**config.mk**
```make
export PLATFORM = sky130hd
export DESIGN_NAME = crbt_timer
export DESIGN_NICKNAME = d
export VERILOG_FILES = /design/src/hdl/crbt_pkg.sv /design/src/hdl/crbt_prescaler.sv /design/src/hdl/crbt_pin_sync.sv /design/src/hdl/crbt_timer.sv
export VERILOG_INCLUDE_DIRS = /design/src /design/src/hdl
export SDC_FILE = /design/constraint.sdc
export NUM_CORES = 1
export LEC_CHECK = 0
export BUFFER_PORTS_ARGS = -buffer_cell sky130_fd_sc_hd__buf_2
export CAP_MARGIN = 30
export CORE_ASPECT_RATIO = 0.5
export CORE_UTILIZATION = 32
export CTS_BUF_LIST = sky130_fd_sc_hd__clkbuf_8
export DETAILED_ROUTE_END_ITERATION = 10
export GPL_TIMING_DRIVEN = 0
export PLACE_DENSITY_LB_ADDON = 0.05
export SLEW_MARGIN = 25
export SYNTH_ARGS = -nofsm -noshare
export SYNTH_HDL_FRONTEND = slang
export SYNTH_SLANG_ARGS = --single-unit
```
**constraint.sdc**
```tcl
create_clock -name clk -period 3 [get_ports clk]
set_clock_uncertainty 0.15 [all_clocks]
set_input_delay 0.6 -clock clk [delete_from_list [all_inputs] [get_ports clk]]
set_output_delay 0.6 -clock clk [all_outputs]
set_load 0.1 [all_outputs]
```
**src/hdl/crbt_defines.svh**
```systemverilog
// Register offsets, field positions, reset values and divider counts
`ifndef CRBT_DEFINES_SVH
`define CRBT_DEFINES_SVH

// ----------------------------------------------------------------
// Register offsets
// ----------------------------------------------------------------
`define CRBT_ADDR_CONTROL   8'hC9
`define CRBT_ADDR_CAP_LOW   8'hE4
`define CRBT_ADDR_CAP_HIGH  8'hE5
`define CRBT_ADDR_CNT_LOW   8'hF4
`define CRBT_ADDR_CNT_HIGH  8'hF5

// ----------------------------------------------------------------
// Control register field positions
// ----------------------------------------------------------------
`define CRBT_BIT_OVF        7
`define CRBT_BIT_EXT        6
`define CRBT_BIT_RX_SEL     5
`define CRBT_BIT_TX_SEL     4
`define CRBT_BIT_EXT_EN     3
`define CRBT_BIT_RUN        2
`define CRBT_BIT_CT_SEL     1
`define CRBT_BIT_CAP_SEL    0

// ----------------------------------------------------------------
// Reset values and count limits
// ----------------------------------------------------------------
`define CRBT_CTRL_RESET     8'h00
`define CRBT_BYTE_RESET     8'h00
`define CRBT_CNT_MAX        16'hFFFF

// ----------------------------------------------------------------
// Timebase dividers
// ----------------------------------------------------------------
`define CRBT_DIV_SLOW       12
`define CRBT_DIV_BAUD       2

`endif

```
**src/hdl/crbt_pkg.sv**
```systemverilog
// Types shared by the capture/reload/baud timer
`default_nettype none

package crbt_pkg;

  typedef logic [7:0] crbt_byte_t;
  typedef logic [15:0] crbt_word_t;

  typedef enum logic [1:0] {
    crbt_mode_off     = 2'b00,
    crbt_mode_capture = 2'b01,
    crbt_mode_reload  = 2'b10,
    crbt_mode_baud    = 2'b11
  } crbt_mode_t;

endpackage : crbt_pkg

`default_nettype wire

```
**src/hdl/crbt_prescaler.sv**
```systemverilog
// Free-running divider giving the slow and baud timebase enables
`include "crbt_defines.svh"
`default_nettype none

module crbt_prescaler #(
  parameter int DIV_SLOW = `CRBT_DIV_SLOW,
  parameter int DIV_BAUD = `CRBT_DIV_BAUD
) (
  // Clock and reset
  input  wire logic clk,
  input  wire logic resetn,
  // Timebase enables
  output logic      slow_tick,
  output logic      baud_tick
);
  localparam int SW = $clog2(DIV_SLOW);
  localparam int BW = $clog2(DIV_BAUD);

  generate
    if (DIV_SLOW < 2 || DIV_BAUD < 2) begin : g_bad_div
      $error("crbt_prescaler: dividers must be at least 2");
    end
  endgenerate

  logic [SW-1:0] slow_cnt_reg;
  logic [BW-1:0] baud_cnt_reg;

  assign slow_tick = (slow_cnt_reg == SW'(DIV_SLOW - 1));
  assign baud_tick = (baud_cnt_reg == BW'(DIV_BAUD - 1));

  always_ff @(posedge clk) begin
    if (!resetn) begin
      slow_cnt_reg <= '0;
      baud_cnt_reg <= '0;
    end else begin
      slow_cnt_reg <= slow_tick ? '0 : slow_cnt_reg + SW'(1);
      baud_cnt_reg <= baud_tick ? '0 : baud_cnt_reg + BW'(1);
    end
  end

endmodule : crbt_prescaler

`default_nettype wire

```
**src/hdl/crbt_pin_sync.sv**
```systemverilog
// Three-stage pin synchroniser with a one-pulse falling edge detector
`default_nettype none

module crbt_pin_sync (
  // Clock and reset
  input  wire logic clk,
  input  wire logic resetn,
  // Pin and edge
  input  wire logic pin_in,
  output logic      pin_fall
);
  logic s1_reg;
  logic s2_reg;
  logic s3_reg;
  logic level_reg;
  logic agree;

  // Level only counts once the last two stages agree
  assign agree    = (s2_reg == s3_reg);
  assign pin_fall = agree && level_reg && !s3_reg;

  always_ff @(posedge clk) begin
    if (!resetn) begin
      s1_reg    <= 1'b1;
      s2_reg    <= 1'b1;
      s3_reg    <= 1'b1;
      level_reg <= 1'b1;
    end else begin
      s1_reg <= pin_in;
      s2_reg <= s1_reg;
      s3_reg <= s2_reg;
      if (agree) begin
        level_reg <= s3_reg;
      end
    end
  end

endmodule : crbt_pin_sync

`default_nettype wire

```
**src/hdl/crbt_timer.sv**
```systemverilog
// Capture/reload/baud 16-bit counter timer with byte-wide registers
`include "crbt_defines.svh"
`default_nettype none

module crbt_timer
  import crbt_pkg::*;
#(
  parameter int DIV_SLOW = `CRBT_DIV_SLOW
) (
  // Clock and reset
  input  wire logic                 clk,
  input  wire logic                 resetn,
  // Special-function register access
  input  wire logic [7:0]           sfr_addr,
  input  wire crbt_pkg::crbt_byte_t sfr_wdata,
  input  wire logic                 sfr_wr,
  input  wire logic                 sfr_rd,
  output crbt_pkg::crbt_byte_t      sfr_rdata,
  output logic                      sfr_hit,
  // System configuration from outside the block
  input  wire logic                 clock_divide_select,
  input  wire logic                 timer_irq_enable,
  // External event pins
  input  wire logic                 count_pin,
  input  wire logic                 trigger_pin,
  // Second UART shift clocks
  input  wire logic                 other_timer_overflow,
  output logic                      uart_rx_shift_clk,
  output logic                      uart_tx_shift_clk,
  // Interrupt request and status
  output logic                      timer_irq_req,
  output crbt_pkg::crbt_mode_t      timer_mode
);
  import crbt_pkg::*;

  // ----------------------------------------------------------------
  // Registers
  // ----------------------------------------------------------------
  crbt_byte_t timer_control_reg;
  crbt_byte_t timer_control_next;
  crbt_byte_t capture_reload_low_reg;
  crbt_byte_t capture_reload_low_next;
  crbt_byte_t capture_reload_high_reg;
  crbt_byte_t capture_reload_high_next;
  crbt_byte_t count_low_reg;
  crbt_byte_t count_low_next;
  crbt_byte_t count_high_reg;
  crbt_byte_t count_high_next;
  crbt_byte_t sfr_rdata_reg;
  crbt_byte_t sfr_rdata_next;

  // ----------------------------------------------------------------
  // Control fields
  // ----------------------------------------------------------------
  logic overflow_flag;
  logic external_flag;
  logic receive_clock_select;
  logic transmit_clock_select;
  logic external_enable;
  logic run_control;
  logic counter_timer_select;
  logic capture_reload_select;

  assign overflow_flag         = timer_control_reg[`CRBT_BIT_OVF];
  assign external_flag         = timer_control_reg[`CRBT_BIT_EXT];
  assign receive_clock_select  = timer_control_reg[`CRBT_BIT_RX_SEL];
  assign transmit_clock_select = timer_control_reg[`CRBT_BIT_TX_SEL];
  assign external_enable       = timer_control_reg[`CRBT_BIT_EXT_EN];
  assign run_control           = timer_control_reg[`CRBT_BIT_RUN];
  assign counter_timer_select  = timer_control_reg[`CRBT_BIT_CT_SEL];
  assign capture_reload_select = timer_control_reg[`CRBT_BIT_CAP_SEL];

  // ----------------------------------------------------------------
  // Pin synchronisers and timebase
  // ----------------------------------------------------------------
  logic [1:0] pin_raw;
  logic [1:0] pin_fall;
  logic       slow_tick;
  logic       baud_tick;

  assign pin_raw = {trigger_pin, count_pin};

  genvar gi;
  generate
    for (gi = 0; gi < 2; gi++) begin : g_pin
      crbt_pin_sync u_sync (
        .clk      (clk),
        .resetn   (resetn),
        .pin_in   (pin_raw[gi]),
        .pin_fall (pin_fall[gi])
      );
    end
  endgenerate

  crbt_prescaler #(
    .DIV_SLOW (DIV_SLOW),
    .DIV_BAUD (`CRBT_DIV_BAUD)
  ) u_prescaler (
    .clk       (clk),
    .resetn    (resetn),
    .slow_tick (slow_tick),
    .baud_tick (baud_tick)
  );

  // ----------------------------------------------------------------
  // Mode decode
  // ----------------------------------------------------------------
  logic baud_mode;
  logic mode_capture;
  logic mode_reload;

  assign baud_mode = receive_clock_select | transmit_clock_select;
  assign mode_capture = run_control && !baud_mode
                        && capture_reload_select;
  assign mode_reload = run_control && !baud_mode
                       && !capture_reload_select;

  always_comb begin
    case ({run_control, baud_mode, capture_reload_select})
      3'b100:  timer_mode = crbt_mode_reload;
      3'b101:  timer_mode = crbt_mode_capture;
      3'b110:  timer_mode = crbt_mode_baud;
      3'b111:  timer_mode = crbt_mode_baud;
      default: timer_mode = crbt_mode_off;
    endcase
  end

  // ----------------------------------------------------------------
  // Count events
  // ----------------------------------------------------------------
  crbt_word_t count;
  crbt_word_t reload_value;
  crbt_word_t count_inc;
  crbt_word_t count_after;
  logic       sys_tick;
  logic       tick;
  logic       inc;
  logic       wrap;
  logic       trig;
  logic       capture_ev;
  logic       reload_ev;
  logic       ovf_set;
  logic       ext_set;
  logic       baud_ovf;

  assign count        = {count_high_reg, count_low_reg};
  assign reload_value = {capture_reload_high_reg,
                         capture_reload_low_reg};
  assign count_inc    = count + 16'h0001;

  // Timer function picks /1 or /12; baud mode forces /2
  assign sys_tick = baud_mode ? baud_tick :
                    (clock_divide_select ? 1'b1 : slow_tick);
  assign tick = counter_timer_select ? pin_fall[0] : sys_tick;
  assign inc  = run_control && tick;
  assign wrap = inc && (count == `CRBT_CNT_MAX);

  // Trigger edges are dropped while stopped or not enabled
  assign trig = run_control && external_enable && pin_fall[1];
  assign capture_ev = trig && mode_capture;
  assign reload_ev  = (wrap && !mode_capture)
                      || (trig && mode_reload);
  assign ovf_set  = wrap && !baud_mode;
  assign ext_set  = trig;
  assign baud_ovf = wrap && baud_mode;

  assign count_after = reload_ev ? reload_value :
                       (inc ? count_inc : count);

  // ----------------------------------------------------------------
  // UART shift clock routing
  // ----------------------------------------------------------------
  assign uart_rx_shift_clk = receive_clock_select ? baud_ovf
                             : other_timer_overflow;
  assign uart_tx_shift_clk = transmit_clock_select ? baud_ovf
                             : other_timer_overflow;

  // ----------------------------------------------------------------
  // Interrupt request
  // ----------------------------------------------------------------
  assign timer_irq_req = timer_irq_enable
                         && (overflow_flag || external_flag);

  // ----------------------------------------------------------------
  // Register access decode
  // ----------------------------------------------------------------
  logic hit_control;
  logic hit_cap_low;
  logic hit_cap_high;
  logic hit_cnt_low;
  logic hit_cnt_high;

  assign hit_control  = (sfr_addr == `CRBT_ADDR_CONTROL);
  assign hit_cap_low  = (sfr_addr == `CRBT_ADDR_CAP_LOW);
  assign hit_cap_high = (sfr_addr == `CRBT_ADDR_CAP_HIGH);
  assign hit_cnt_low  = (sfr_addr == `CRBT_ADDR_CNT_LOW);
  assign hit_cnt_high = (sfr_addr == `CRBT_ADDR_CNT_HIGH);
  assign sfr_hit      = hit_control | hit_cap_low | hit_cap_high
                        | hit_cnt_low | hit_cnt_high;
  assign sfr_rdata    = sfr_rdata_reg;

  // ----------------------------------------------------------------
  // Next-state logic
  // ----------------------------------------------------------------
  always_comb begin
    // Flags: hardware set wins over a software clear
    timer_control_next = timer_control_reg;
    if (sfr_wr && hit_control) begin
      timer_control_next = sfr_wdata;
    end
    timer_control_next[`CRBT_BIT_OVF] =
      timer_control_next[`CRBT_BIT_OVF] | ovf_set;
    timer_control_next[`CRBT_BIT_EXT] =
      timer_control_next[`CRBT_BIT_EXT] | ext_set;

    // Count: software byte write overrides hardware update
    count_low_next  = count_after[7:0];
    count_high_next = count_after[15:8];
    if (sfr_wr && hit_cnt_low) begin
      count_low_next = sfr_wdata;
    end
    if (sfr_wr && hit_cnt_high) begin
      count_high_next = sfr_wdata;
    end

    // Capture pair: a capture wins over a software write
    capture_reload_low_next  = capture_reload_low_reg;
    capture_reload_high_next = capture_reload_high_reg;
    if (capture_ev) begin
      capture_reload_low_next  = count[7:0];
      capture_reload_high_next = count[15:8];
    end else begin
      if (sfr_wr && hit_cap_low) begin
        capture_reload_low_next = sfr_wdata;
      end
      if (sfr_wr && hit_cap_high) begin
        capture_reload_high_next = sfr_wdata;
      end
    end

    // Read data; unmapped addresses read as zero
    sfr_rdata_next = sfr_rdata_reg;
    if (sfr_rd) begin
      case (1'b1)
        hit_control:  sfr_rdata_next = timer_control_reg;
        hit_cap_low:  sfr_rdata_next = capture_reload_low_reg;
        hit_cap_high: sfr_rdata_next = capture_reload_high_reg;
        hit_cnt_low:  sfr_rdata_next = count_low_reg;
        hit_cnt_high: sfr_rdata_next = count_high_reg;
        default:      sfr_rdata_next = `CRBT_BYTE_RESET;
      endcase
    end
  end

  // ----------------------------------------------------------------
  // State update
  // ----------------------------------------------------------------
  always_ff @(posedge clk) begin
    if (!resetn) begin
      timer_control_reg       <= `CRBT_CTRL_RESET;
      capture_reload_low_reg  <= `CRBT_BYTE_RESET;
      capture_reload_high_reg <= `CRBT_BYTE_RESET;
      count_low_reg           <= `CRBT_BYTE_RESET;
      count_high_reg          <= `CRBT_BYTE_RESET;
      sfr_rdata_reg           <= `CRBT_BYTE_RESET;
    end else begin
      timer_control_reg       <= timer_control_next;
      capture_reload_low_reg  <= capture_reload_low_next;
      capture_reload_high_reg <= capture_reload_high_next;
      count_low_reg           <= count_low_next;
      count_high_reg          <= count_high_next;
      sfr_rdata_reg           <= sfr_rdata_next;
    end
  end

endmodule : crbt_timer

`default_nettype wire

```
# Yosys cells after proc, flatten, opt, wreduce, memory -nomap -nowiden
# Cells that the tools add are included.
# totals
regBits	61
inputBits	25
out_inout_bits	14
word_cells	97
# classes
n_addsub	3
n_eq_ne	13
mux	20
bitwise_logic	8
reduce_logical	36
# ops
cell	count
8-bit 2-to-1 mux	12
8-bit == test, second input constant	5
16-bit 2-to-1 mux	2
1-bit logical AND	22
16-bit by 1-bit adder with 16-bit output, second input constant	1
16-bit == test, second input constant	1
3-bit == test, second input constant	4
1-bit OR	7
2-bit case mux with 3 select lines	1
3-bit nonzero test	2
2-bit OR reduction	3
1-bit logical NOT	5
1-bit 2-to-1 mux	5
4-bit by 1-bit adder with 4-bit output, second input constant	1
4-bit == test, second input constant	1
2-bit nonzero test	2
1-bit == test	2
1-bit logical OR	2
1-bit adder, second input constant	1
1-bit inverter	1

# Depth between registers and ports, before layout
# depth
depth_word	10
ltp_mapped	9
ltp_nobuf	6

# Cells and area by module
# Synthesis repeated with hierarchy kept, for this count alone.
# unflattened
cells_unflattened	377
hier_area_um2	3464.6
# modules_own_cells
module	n_inst	cells_each	area_per_inst_um2	seq_area_each_um2
crbt_timer	1	335	3029.2	960.9
crbt_pin_sync	2	11	120.1	80.1
crbt_prescaler	1	20	195.2	100.1

# Worst setup path after synthesis
# OpenSTA, ideal clock, no wires.
# synth_path
kind	reg-to-output
startpoint	register timer_control_reg[2]
endpoint	output port timer_mode[1]
t_arrival_ns	2.739
required_time_ns	2.250
path_slack_ns	-0.489
stages_incl_launch_ff	3
n_path_buf	1
path_cell_list	dfxtp_1 clkbuf_1 a21boi_0
# synth_between
elab_chain_cells	3
elab_cells_between_ends	6
cone_classes	eq/ne (4); mux (1); reduce/logical (1)
# synth_rtl
item	line_no	text
start, declared	crbt_timer.sv:39	crbt_byte_t timer_control_reg;
start signal, assigned	crbt_timer.sv:260	timer_control_reg <= `CRBT_CTRL_RESET;
start signal, assigned	crbt_timer.sv:267	timer_control_reg <= timer_control_next;
3-bit == test	crbt_timer.sv:119	case ({run_control, baud_mode, capture_reload_select})
2-bit OR reduction (no source line)	-	
2-bit case mux with 3 select lines (*)	crbt_timer.sv:119	
end, declared	crbt_timer.sv:32	output crbt_pkg::crbt_mode_t timer_mode
# Mark *: on every way between the ends. The rest lies on a longest branch, timed or not.

# Final worst setup path
# layout_path
startpoint	register count_low_reg[1]
endpoint	output port uart_rx_shift_clk
# layout_between
elab_chain_cells	4
# layout_rtl
item	line_no	text
start, declared	crbt_timer.sv:45	crbt_byte_t count_low_reg;
start signal, assigned	crbt_timer.sv:263	count_low_reg <= `CRBT_BYTE_RESET;
start signal, assigned	crbt_timer.sv:270	count_low_reg <= count_low_next;
16-bit == test (no source line)	-	
1-bit logical AND	crbt_timer.sv:156	assign wrap = inc && (count == `CRBT_CNT_MAX);
1-bit logical AND	crbt_timer.sv:165	assign baud_ovf = wrap && baud_mode;
1-bit 2-to-1 mux	crbt_timer.sv:173	assign uart_rx_shift_clk = receive_clock_select ? baud_ovf
end, declared	crbt_timer.sv:28	output logic uart_rx_shift_clk,
# No other way between the ends.

==> impl_metrics.csv <==
group,metric,value,unit
synth,synth_seq_area_share,35.87,%
timing,setup_viol,0,
pwr,post-layout-total-power,1.755,mW
min_path,min-delay-path-class,"reg2reg",
routing,total_iterations_of_the_first_detailed_routing_run,7,
routing,initialDrtViolationCount,569,
worst_setup_path,cp_top_family,"flip-flops",
global_route,grtUsageMet2,33.65,%
timing,slew_headroom,36.01,%
global_route,grt_max_degree,11,
routing,postRouteAntennaNets,0,
pwr,power.combinational.fraction,9.2,%
synth,multiplexer_share_of_the_synthesized_area,3.308,%
floorplan,die_h,74.94,um
routing,drcViolationCount,0,
timing,fin_crit,2973,ps
synth,synth_top_family_by_area,"simple AND/OR/NAND/NOR gates",
global_route,grt-ovfl-total,0,
finish,design.final.nets,507,
global_route,gr-usage-met3,4.970,%
synth,yosys_register_bits,61,
synth,synth_top_cells_by_area,"sky130_fd_sc_hd__dfxtp_1, sky130_fd_sc_hd__nand2_1, sky130_fd_sc_hd__nand3_1",
worst_setup_path,worst-endpoint-required,2250,ps
routing,wl_per_cell,21.07,um
global_route,via_count_of_the_first_global_routing_pass,3226,
job,max-cap-violations,0,
pwr,power.switching_fraction,26.63,%
clock_tree,cts_made_buffers,9,
clock_tree,cts.root.buffer_cell,"sky130_fd_sc_hd__clkbuf_8",
synth,synth-xor-area-share,2.830,%
worst_setup_path,critical_path_slowest_stage_cell,"sky130_fd_sc_hd__dfxtp_1",
finish,n_antenna_cell,0,
floorplan,floorplan.initialDensity,33.12,%
finish,area_growth,22.57,%
synth,postSynthCellCount,424,
synth,synth_enable_flop_cells,0,
synth,avgSynthCellArea,8.030,um2
timing,worst_pin_slew,952.6,ps
synth,ys.warnings.count,0,
floorplan,io_pins,39,
synth,cell_area_after_synthesis,0.003405,mm2
finish,final_instance_count_excl_fillers,624,
worst_setup_path,worst-path-max-fanout,10,
global_route,globalRouteMet1Util,38.15,%
synth,synth_async_sr_flop_share,0,%
synth,yosysMostFrequentCell,"sky130_fd_sc_hd__dfxtp_1",
timing,hold_viol,0,
placed_design,buffer_ports.inserted,37,
floorplan,die_area,0.01108,mm2
timing,final_critical_path_setup_slack,27.11,ps
global_route,wire_length_of_the_first_global_routing_pass,19700,um
floorplan,die_x,147.9,um
worst_setup_path,arrival,2220,ps
clock_tree,clock_pin_slew_on_the_worst_setup_and_hold_paths,70,ps
routing,routed_wl,13150,um
pwr,total_leakage_power,1.462,nW
routing,route.vias.total,3669,
worst_setup_path,timing.critical_path.cells,"ha_4 > nand3_1 > nor4_4 > mux2_4 > buf_12",
pwr,vdd.ir_drop.worst,0.1592,mV
pwr,p_int,1.287,mW
timing,timing.final.crit_share,99.10,%
routing,via_per_inst,5.880,
synth,syn_nets,451,
synth,synth_compound_area_share,25.69,%
floorplan,num_rows,26,
run_status,run_status,"completed",
global_route,grt-busiest-layer,"met1",
placed_design,pre_cts_ws,-358.3,ps
clock_tree,clk-insertion-delay-late,350,ps
timing,fin_worst_hold_slack,259.2,ps
floorplan,fp.coreArea,0.01028,mm2
worst_setup_path,endpoint_class_of_the_critical_path,"primary output",
placed_design,placed_cells,603,
pwr,p_per_area,420.5,mW/mm2
finish,post_route_cells_drive_above_1_share,19.21,%
timing,maxClockFrequency,336.4,MHz
clock_tree,tritoncts,"built",
worst_setup_path,worst_path_largest_cell_delay,590,ps
worst_setup_path,type_of_the_worst_setup_path,"reg2out",
synth,synth_cell_type_count,55,
clock_tree,cts.sinks,61,
pwr,share_clk_of_total_power,43.3,%
clock_tree,cts_buffer_depth,2,
worst_setup_path,buf_inv_on_cp,1,
global_route,grt_usage,24.54,%
pwr,pwr-share-seq,47.4,%
timing,report.final.slew_viol_count,0,
placed_design,place.gp.congestion,0.8649,
worst_setup_path,setup.worst_path.start_class,"register",
synth,synthAdderAreaFrac,0.7350,%
synth,synthTopCellsByCount,"sky130_fd_sc_hd__dfxtp_1, sky130_fd_sc_hd__nand2_1, sky130_fd_sc_hd__nor2_1",
global_route,initial_antenna_violation_count,0,
placed_design,total_half_perimeter_wirelength_after_legalization_and_detailed_placement,9648,um
synth,post_synth_and_or_nand_nor_area_fraction,26.98,%
synth,synth.top_cell.area_share,35.87,%
synth,synth_top_flop_cell,"sky130_fd_sc_hd__dfxtp_1",
clock_tree,number_of_h_tree_branching_levels,3,
pwr,power_switching,0.4673,mW
synth,synth_top_area_cell,"sky130_fd_sc_hd__dfxtp_1",
## metrics by stage
step / utilization, % / setup TNS, ps / instance area (um2)
CTS: 39.80 / 0 / 4091
global route: 40.59 / -9.367 / 4173
global placement: 36.62 / -2688 / 3765
finish: 40.59 / 0 / 4173
detailed placement: 37.00 / -1187 / 3804
floorplan: - / 0 / 3405
## metal layers
layer	wire (um)	vias up	share of wire (%)
li1	-	1724	-
met1	6621	1753	50
met2	5126	178	39
met3	1274	14	9.7
met4	127	0	0.97
met5	0	-	0
## path summary, 6_finish.rpt
path / cells after the start / start / slack (ps) / to
max: 5 / count_low_reg[1] / 30 / uart_rx_shift_clk
min: 1 / g_pin[0].u_sync.s1_reg / 260 / g_pin[0].u_sync.s2_reg
max reg2reg: 9 / u_prescaler.slow_cnt_reg[0] / 70 / count_low_reg[6]
min reg2reg: 1 / g_pin[0].u_sync.s1_reg / 260 / g_pin[0].u_sync.s2_reg
## repair_timing
| item | 4_1_cts | 5_1_grt |
|---|---|---|
| endpoints found under the setup margin | 4 | 11 |
| gates resized for setup | 21 | 15 |
| setup buffers | 1 | 6 |
| pin swaps | 2 | 3 |
| hold buffers | 0 | 0 |
## placed cells by master, fill, tap and decap left out, types with 8 or more instances in the layout
| cell type | synthesis | final |
|---|---|---|
| sky130_fd_sc_hd__nand4_1 | 11 | 11 |
| sky130_fd_sc_hd__nand2_1 | 57 | 57 |
| sky130_fd_sc_hd__a211oi_1 | 9 | 9 |
| sky130_fd_sc_hd__a22o_1 | 10 | 10 |
| sky130_fd_sc_hd__clkbuf_8 | 0 | 11 |
| sky130_fd_sc_hd__o21ai_0 | 21 | 20 |
| sky130_fd_sc_hd__buf_4 | 0 | 11 |
| sky130_fd_sc_hd__nand3_1 | 27 | 26 |
| sky130_fd_sc_hd__a311oi_1 | 8 | 8 |
| sky130_fd_sc_hd__a21oi_1 | 17 | 17 |
| sky130_fd_sc_hd__nor2_1 | 30 | 28 |
| sky130_fd_sc_hd__clkbuf_1 | 24 | 23 |
| sky130_fd_sc_hd__dfxtp_1 | 61 | 54 |
| sky130_fd_sc_hd__a31oi_1 | 15 | 15 |
| sky130_fd_sc_hd__buf_2 | 4 | 37 |
| sky130_fd_sc_hd__mux2i_1 | 9 | 9 |
| sky130_fd_sc_hd__nor3_1 | 15 | 14 |
| sky130_fd_sc_hd__a32o_1 | 8 | 8 |
| sky130_fd_sc_hd__a21o_1 | 8 | 8 |
## power by group through the flow
stage / combinational (mW) / clock, mW / sequential [mW]
floorplan: 0.0575 / 0 / 0.885
global placement: 0.149 / 0 / 0.850
detailed placement: 0.150 / 0 / 0.850
CTS: 0.157 / 0.774 / 0.832
global route: 0.171 / 0.799 / 0.834
finish: 0.162 / 0.760 / 0.832
## cell families (layout without fill, tap and decap cells)
| kind of cell | Yosys count | count (layout) |
|---|---|---|
| AOI/OAI and AO/OA | 122 | 122 |
| xor gates and xnor gates | 11 | 11 |
| adders and majority gates | 2 | 2 |
| buffers and inverters | 36 | 96 |
| DFF | 61 | 61 |
| muxes | 11 | 11 |
| and+or+nand+nor | 181 | 181 |
## final cells by class
| type | count | area [um2] |
|---|---|---|
| buffer | 31 | 147.6 |
| tap | 140 | 175.2 |
| clock inverter | 4 | 47.55 |
| multi-input combinational | 327 | 2126 |
| sequential | 61 | 1230 |
| inverter | 4 | 15.01 |
| timing repair buffer | 46 | 280.3 |
| clock buffer | 11 | 151.4 |
| fill | 1078 | 6107 |
Note: power is estimated with default switching activity, not from simulation.
